<file path="src/io_cs_pkg.sv">
package io_cs_pkg;

    // ************************************************************
    // Bus widths and field positions
    // ************************************************************
    localparam int ADDR_W     = 24;
    localparam int DATA_W     = 16;
    localparam int BYTE_W     = 8;
    localparam int LANE_BIT   = 0;
    localparam int REG_LSB    = 1;
    localparam int REG_W      = 3;
    localparam int DEV_LSB    = 4;
    localparam int DEV_W      = 3;
    localparam int NUM_DEV    = 8;
    localparam int BASE_LSB   = 7;
    localparam int BASE_W     = 9;
    localparam int LINEAR_LSB = 1;
    localparam int LINEAR_W   = 15;
    localparam int PAGE_LSB   = 16;
    localparam int PAGE_W     = 8;

    // ************************************************************
    // Memory-mapped I/O window and reset values
    // ************************************************************
    localparam logic [PAGE_W-1:0] IO_PAGE = 8'hFE;
    localparam logic [BASE_W-1:0] BASE_RESET = 9'h000;

    // ************************************************************
    // Select schemes
    // ************************************************************
    typedef enum logic [2:0]
    {
        SCHEME_SEPARATE  = 3'b001,
        SCHEME_BYTE_ONLY = 3'b010,
        SCHEME_SINGLE    = 3'b100
    } scheme_e;

endpackage

</file>
<file path="src/byte_lane_steer.sv">
`timescale 1ns/1ps

module byte_lane_steer
(
    // Clock and reset
    input  wire logic                           clk_sys,
    input  wire logic                           rstn,
    // Cycle qualifiers
    input  wire logic                           upperLane,
    input  wire logic                           readActive,
    input  wire logic                           writeActive,
    // Processor side
    input  wire logic [io_cs_pkg::DATA_W-1:0]   cpuWriteData,
    output logic      [io_cs_pkg::DATA_W-1:0]   cpuReadData,
    output logic                                cpuReadDataOe,
    // Peripheral side
    input  wire logic [io_cs_pkg::BYTE_W-1:0]   perReadData,
    output logic      [io_cs_pkg::BYTE_W-1:0]   perWriteData,
    output logic                                perWriteDataOe
);
    import io_cs_pkg::*;

    logic [DATA_W-1:0] next_cpuReadData;
    logic              next_cpuReadDataOe;
    logic [BYTE_W-1:0] next_perWriteData;
    logic              next_perWriteDataOe;

    // ************************************************************
    // Lane steering
    // ************************************************************
    // The byte is returned on both lanes, so the processor picks it from whichever
    // lane the address parity names without this block tracking the transfer size.
    always_comb
    begin
        next_perWriteData   = upperLane ? cpuWriteData[DATA_W-1:BYTE_W]
                                        : cpuWriteData[BYTE_W-1:0];
        next_perWriteDataOe = writeActive;
        next_cpuReadData    = {perReadData, perReadData};
        next_cpuReadDataOe  = readActive;
    end

    always_ff @(posedge clk_sys or negedge rstn)
    begin
        if (!rstn)
        begin
            cpuReadData    <= '0;
            cpuReadDataOe  <= 1'b0;
            perWriteData   <= '0;
            perWriteDataOe <= 1'b0;
        end
        else
        begin
            cpuReadData    <= next_cpuReadData;
            cpuReadDataOe  <= next_cpuReadDataOe;
            perWriteData   <= next_perWriteData;
            perWriteDataOe <= next_perWriteDataOe;
        end
    end

endmodule

</file>
<file path="src/io_chip_select_decoder.sv">
`timescale 1ns/1ps


module io_chip_select_decoder
#(
    parameter logic [io_cs_pkg::BASE_W-1:0] IO_BASE = io_cs_pkg::BASE_RESET
)
(
    // Clock and reset
    input  wire logic                             clk_sys,
    input  wire logic                             rstn,
    // Configuration
    input  wire io_cs_pkg::scheme_e               scheme,
    input  wire logic                             memMapEnable,
    // Processor bus
    input  wire logic [io_cs_pkg::ADDR_W-1:0]     address,
    input  wire logic                             upperByteEnable_n,
    input  wire logic                             addressLatchEnable,
    input  wire logic                             memoryCycle,
    input  wire logic                             readRequest_n,
    input  wire logic                             writeRequest_n,
    // Processor data lanes
    input  wire logic [io_cs_pkg::DATA_W-1:0]     cpuWriteData,
    output logic      [io_cs_pkg::DATA_W-1:0]     cpuReadData,
    output logic                                  cpuReadDataOe,
    // Peripheral byte bus
    input  wire logic [io_cs_pkg::BYTE_W-1:0]     perReadData,
    output logic      [io_cs_pkg::BYTE_W-1:0]     perWriteData,
    output logic                                  perWriteDataOe,
    // Peripheral selects and commands
    output logic      [io_cs_pkg::NUM_DEV-1:0]    evenSelect,
    output logic      [io_cs_pkg::NUM_DEV-1:0]    oddSelect,
    output logic      [io_cs_pkg::NUM_DEV-1:0]    wordSelect,
    output logic      [io_cs_pkg::LINEAR_W-1:0]   linearSelect,
    output logic      [io_cs_pkg::REG_W-1:0]      registerAddress,
    output logic                                  ioReadCommand_n,
    output logic                                  ioWriteCommand_n
);
    import io_cs_pkg::*;

    // ************************************************************
    // Cycle decode
    // ************************************************************
    logic               addressBitZero;
    logic               upperActive;
    logic               lowerActive;
    logic               wordCycle;
    logic               ioHit;
    logic [DEV_W-1:0]   devIndex;
    logic [NUM_DEV-1:0] devOneHot;
    logic               evenHit;
    logic               oddHit;

    always_comb
    begin
        addressBitZero = address[LANE_BIT];
        upperActive    = !upperByteEnable_n;
        lowerActive    = !addressBitZero;
        wordCycle      = upperActive && lowerActive;
        ioHit          = (!memoryCycle
                          || (memMapEnable && address[PAGE_LSB +: PAGE_W] == IO_PAGE))
                         && address[BASE_LSB +: BASE_W] == IO_BASE;
        devIndex       = address[DEV_LSB +: DEV_W];
        devOneHot      = '0;
        devOneHot[devIndex] = 1'b1;
        // The even term needs bit zero low and the odd term needs the upper enable, so a byte
        // write to one neighbour never strobes the other.
        case (scheme)
            SCHEME_SEPARATE:
            begin
                evenHit = lowerActive;
                oddHit  = upperActive && (addressBitZero || wordCycle);
            end
            SCHEME_BYTE_ONLY:
            begin
                evenHit = lowerActive && !upperActive;
                oddHit  = upperActive && addressBitZero;
            end
            SCHEME_SINGLE:
            begin
                evenHit = lowerActive;
                oddHit  = upperActive && addressBitZero;
            end
            // An undefined scheme code selects no byte peripheral; word selects still work.
            default:
            begin
                evenHit = 1'b0;
                oddHit  = 1'b0;
            end
        endcase
    end

    // ************************************************************
    // Latched selects
    // ************************************************************
    logic [NUM_DEV-1:0]  next_evenSelect;
    logic [NUM_DEV-1:0]  next_oddSelect;
    logic [NUM_DEV-1:0]  next_wordSelect;
    logic [LINEAR_W-1:0] next_linearSelect;
    logic [REG_W-1:0]    next_registerAddress;
    logic                latchedIoHit;
    logic                latchedUpperLane;
    logic                next_latchedIoHit;
    logic                next_latchedUpperLane;

    // Selects change only at the latch strobe, which buys the decode the full
    // address phase at the cost of one clock of latency on every select.
    always_comb
    begin
        next_evenSelect       = evenSelect;
        next_oddSelect        = oddSelect;
        next_wordSelect       = wordSelect;
        next_linearSelect     = linearSelect;
        next_registerAddress  = registerAddress;
        next_latchedIoHit     = latchedIoHit;
        next_latchedUpperLane = latchedUpperLane;
        if (addressLatchEnable)
        begin
            next_evenSelect       = (ioHit && evenHit) ? devOneHot : '0;
            next_oddSelect        = (ioHit && oddHit) ? devOneHot : '0;
            next_wordSelect       = (ioHit && wordCycle) ? devOneHot : '0;
            next_linearSelect     = ioHit ? address[LINEAR_LSB +: LINEAR_W] : '0;
            next_registerAddress  = address[REG_LSB +: REG_W];
            next_latchedIoHit     = ioHit;
            next_latchedUpperLane = addressBitZero;
        end
    end

    always_ff @(posedge clk_sys or negedge rstn)
    begin
        if (!rstn)
        begin
            evenSelect       <= '0;
            oddSelect        <= '0;
            wordSelect       <= '0;
            linearSelect     <= '0;
            registerAddress  <= '0;
            latchedIoHit     <= 1'b0;
            latchedUpperLane <= 1'b0;
        end
        else
        begin
            evenSelect       <= next_evenSelect;
            oddSelect        <= next_oddSelect;
            wordSelect       <= next_wordSelect;
            linearSelect     <= next_linearSelect;
            registerAddress  <= next_registerAddress;
            latchedIoHit     <= next_latchedIoHit;
            latchedUpperLane <= next_latchedUpperLane;
        end
    end

    // ************************************************************
    // Commands
    // ************************************************************
    logic next_ioReadCommand_n;
    logic next_ioWriteCommand_n;
    logic readActive;
    logic writeActive;

    // Commands trail the requests by one clock, so a command never opens before
    // the selects that it qualifies have settled. A bus cycle without an I/O hit
    // gets no command at all, which keeps memory cycles outside the mapped I/O page off the peripherals.
    always_comb
    begin
        readActive            = latchedIoHit && !readRequest_n;
        writeActive           = latchedIoHit && !writeRequest_n;
        next_ioReadCommand_n  = !readActive;
        next_ioWriteCommand_n = !writeActive;
    end

    always_ff @(posedge clk_sys or negedge rstn)
    begin
        if (!rstn)
        begin
            ioReadCommand_n  <= 1'b1;
            ioWriteCommand_n <= 1'b1;
        end
        else
        begin
            ioReadCommand_n  <= next_ioReadCommand_n;
            ioWriteCommand_n <= next_ioWriteCommand_n;
        end
    end

    // ************************************************************
    // Byte lane multiplexer
    // ************************************************************
    byte_lane_steer laneSteer
    (
        .clk_sys        (clk_sys),
        .rstn           (rstn),
        .upperLane      (latchedUpperLane),
        .readActive     (readActive),
        .writeActive    (writeActive),
        .cpuWriteData   (cpuWriteData),
        .cpuReadData    (cpuReadData),
        .cpuReadDataOe  (cpuReadDataOe),
        .perReadData    (perReadData),
        .perWriteData   (perWriteData),
        .perWriteDataOe (perWriteDataOe)
    );

endmodule

</file>
<file path="config.mk">
export PLATFORM = sky130hd
export DESIGN_NAME = io_chip_select_decoder
export DESIGN_NICKNAME = d
export VERILOG_FILES = /design/src/io_cs_pkg.sv /design/src/byte_lane_steer.sv /design/src/io_chip_select_decoder.sv
export SDC_FILE = /design/constraint.sdc
export NUM_CORES = 1
export LEC_CHECK = 0
export ABC_AREA = 1
export BUFFER_PORTS_ARGS = -buffer_cell sky130_fd_sc_hd__buf_2
export CORE_ASPECT_RATIO = 0.7
export CORE_MARGIN = 4
export CORE_UTILIZATION = 30
export CTS_BUF_LIST = sky130_fd_sc_hd__clkbuf_4 sky130_fd_sc_hd__clkbuf_8 sky130_fd_sc_hd__clkbuf_16
export DETAILED_ROUTE_END_ITERATION = 8
export GPL_ROUTABILITY_DRIVEN = 0
export SETUP_SLACK_MARGIN = 0.5
export SLEW_MARGIN = 30
export SYNTH_ARGS = -nofsm -noshare
export SYNTH_HDL_FRONTEND = slang
export SYNTH_SLANG_ARGS = --single-unit
export TNS_END_PERCENT = 30
</file>
<file path="constraint.sdc">
create_clock -name clk_sys -period 0.8 [get_ports clk_sys]
set_input_delay 0.12 -clock clk_sys [delete_from_list [all_inputs] [get_ports clk_sys]]
set_output_delay 0.12 -clock clk_sys [all_outputs]
set_load 0.01 [all_outputs]
</file>
==> impl_metrics.json <==
{
  "worst-path-buf-inv": 1,
  "grt_overflow": 0,
  "grt_pass1_vias": 2239,
  "violations": "hold timing, setup timing",
  "drc": 0,
  "cp_top_family": "flip-flops",
  "cp.required_ps": 680,
  "clk_pin_slew_ps": 50,
  "cellLeakagePower_uw": 0.00231,
  "hold_viol": 74,
  "coreArea_um2": 8110,
  "max_freq_ghz": 0.943,
  "wire_per_inst_um": 14.0,
  "clockBufferDepth": 2,
  "cts_buffers": 9,
  "antenna_left": 0,
  "finClkSkew_ps": 1.23,
  "syn_avg_cell_area_um2": 9.16,
  "finalSetupViolations": 70,
  "pre_cts_ws_ps": -297,
  "cpPeakStageDelay_ps": 530,
  "grt_max_degree": 51,
  "grt_pass1_wl_um": 11900,
  "die_area_um2": 10200,
  "start_util": 0.318,
  "fin_cells": 535,
  "yosysWarnings": 0,
  "seq_area_frac_synth": 0.623,
  "clk_root_buffer_cell": "clkbuf_16",
  "crit_chain": "buf_6",
  "p_per_area_nw_per_um2": 2010,
  "clk_latency_ps": 320,
  "vias_per_cell": 4.37,
  "firstDrtPassIters": 4,
  "slew-limit-headroom": 0.652,
  "tightestPinTransition_ps": 522,
  "port_buffers": 128,
  "drive_above_1_share": 0.569,
  "finalPower_uw": 8690,
  "fin_util": 0.534,
  "h-tree-depth": 3,
  "synth_area_um2": 2570,
  "crit_fanout": 1,
  "syn_to_final_growth_pct": 68.0,
  "cts_tree": "done",
  "grt_usage": 0.150,
  "vias": 2338,
  "hold_path_class": "input pin to asynchronous set/reset pin",
  "antenna_found_initial": 0,
  "n_antenna_cell": 0,
  "arrival_ps": 940,
  "rsz0062_at_grt": "yes",
  "synth_seq_cells": 64,
  "yosys.cell_types.count": 20,
  "status": "finished with violations",
  "whs_ps": -221,
  "die_y_um": 85.5,
  "vdd_drop_max_mv": 0.822,
  "drtIter0Drc": 129,
  "hpwl_um": 5360,
  "endpoint_kind": "primary output",
  "die_w_um": 119,
  "wl_um": 7500,
  "crit_path_top_delay_cell": "dfstp_2",
  "finalNetCount": 488,
  "postLayoutSetupSlackWorst_ps": -261,
  "start_kind": "register",
  "drv_slew": 0,
  "criticalPathCategory": "register to primary output",
  "syn-instance-count": 281,
  "dpl.cell_count": 505,
  "io_pins": 129,
  "fin_crit_ps": 1060,
  "core.rowCount": 27,
  "clock_sinks": 64,
  "syn-num-nets": 340,
  "finalCritPeriodShare": 1.33,
  "cap_viol_max_count": 0
}
## synthesized netlist by cell type (all sizes together)
cell type	number	area share
buf	13	0.039
nand3b	1	0.0029
dfstp	2	0.020
or2	1	0.0034
clkbuf	3	0.0044
nand3	28	0.054
nor2	33	0.067
inv	20	0.030
dfrtp	62	0.60
o21ai	5	0.0097
clkinv	2	0.0034
nand2	110	0.16
a21oi	1	0.0019
## metrics by stage
stage	hold slack (ps)	setup TNS, ps	cell area [um2]
after detailed placement	113	-7550	3460
after CTS	-229	-11840	4170
after floorplan	-176	-838	2710
after global routing	-212	-13620	4330
after global placement	114	-7100	3460
final	-221	-10750	4330
## power by group
| group | switching (uW) | internal (uW) | total, uW |
|---|---|---|---|
| logic | 477 | 402 | 879 |
| registers | 36.7 | 3320 | 3360 |
| clock network | 1350 | 3100 | 4450 |
## metal layers
layer / wire (um) / track usage / vias to the layer above
met1: 3400 / 0.201 / 1084
met3: 565 / 0.0666 / 5
met5: 0 / 0 / -
li1: - / - / 1153
met4: 46 / 0.0284 / 0
met2: 3490 / 0.227 / 96
## cell usage in the layout, fill, tap and decap left out, types with 2 or more instances in the layout
master	count
nand2_2	15
buf_12	2
dfstp_2	2
nand3_2	26
o21ai_1	3
inv_1	15
buf_8	4
nor2_1	12
nor2_2	7
buf_6	31
bufinv_16	2
clkbuf_16	9
clkbuf_8	4
inv_8	2
o21ai_2	2
buf_4	21
buf_2	95
nand2_1	94
nor2_4	14
dfrtp_1	61
inv_2	2
## sequential cells by signal, summed over array words and instances, names as in the netlist, 3 cells and up
name / cells
evenSelect: 8
laneSteer.cpuReadData: 8
laneSteer.perWriteData: 8
linearSelect: 15
oddSelect: 8
registerAddress: 3
wordSelect: 8
## logic make-up (layout without fill, tap and decap cells)
kind of cell	Yosys count	in the layout	share of synthesized area
and+or+nand+nor	173	173	0.289
DFF	64	64	0.623
buffers and inverters	38	191	0.0768
AOI/OAI and AO/OA	6	6	0.0117
## worst paths after layout
path / startpoint / endpoint / slack (ps) / cells past startpoint
worst max-delay path: ioReadCommand_n / ioReadCommand_n / -260 / 1
worst min register to register: oddSelect[6] / oddSelect[6] / 470 / 2
worst max register to register: latchedUpperLane / laneSteer.perWriteData[1] / 10 / 3
worst min-delay path: rstn / laneSteer.perWriteData[0] / -220 / 2
min in group clk_sys: perReadData[1] / laneSteer.cpuReadData[1] / -100 / 1
max in group asynchronous: rstn / ioWriteCommand_n / 720 / 2
## area by class of cell
class                           instances  area, um2
Clock buffer                           14        288
Clock inverter                          2       60.1
Fill cell                             737       3780
Inverter                               22        120
Multi-Input combinational cell        179       1040
Sequential cell                        64       1610
Tap cell                              101        126
Timing Repair Buffer                  153       1080
## what timing repair did
item                                    CTS  global route
endpoints found under the setup margin  126           126
pin swaps                                74            50
endpoints found under the hold margin    79            78
resized for setup                        71            28
buffers inserted                         10             4
## worst register-to-register path: stages, from the launching register on
cell and delay (ps):
dfrtp_2 430, buf_4 140, nand2_1 50, nand2_1 60
(Power assumes the default switching activity.)
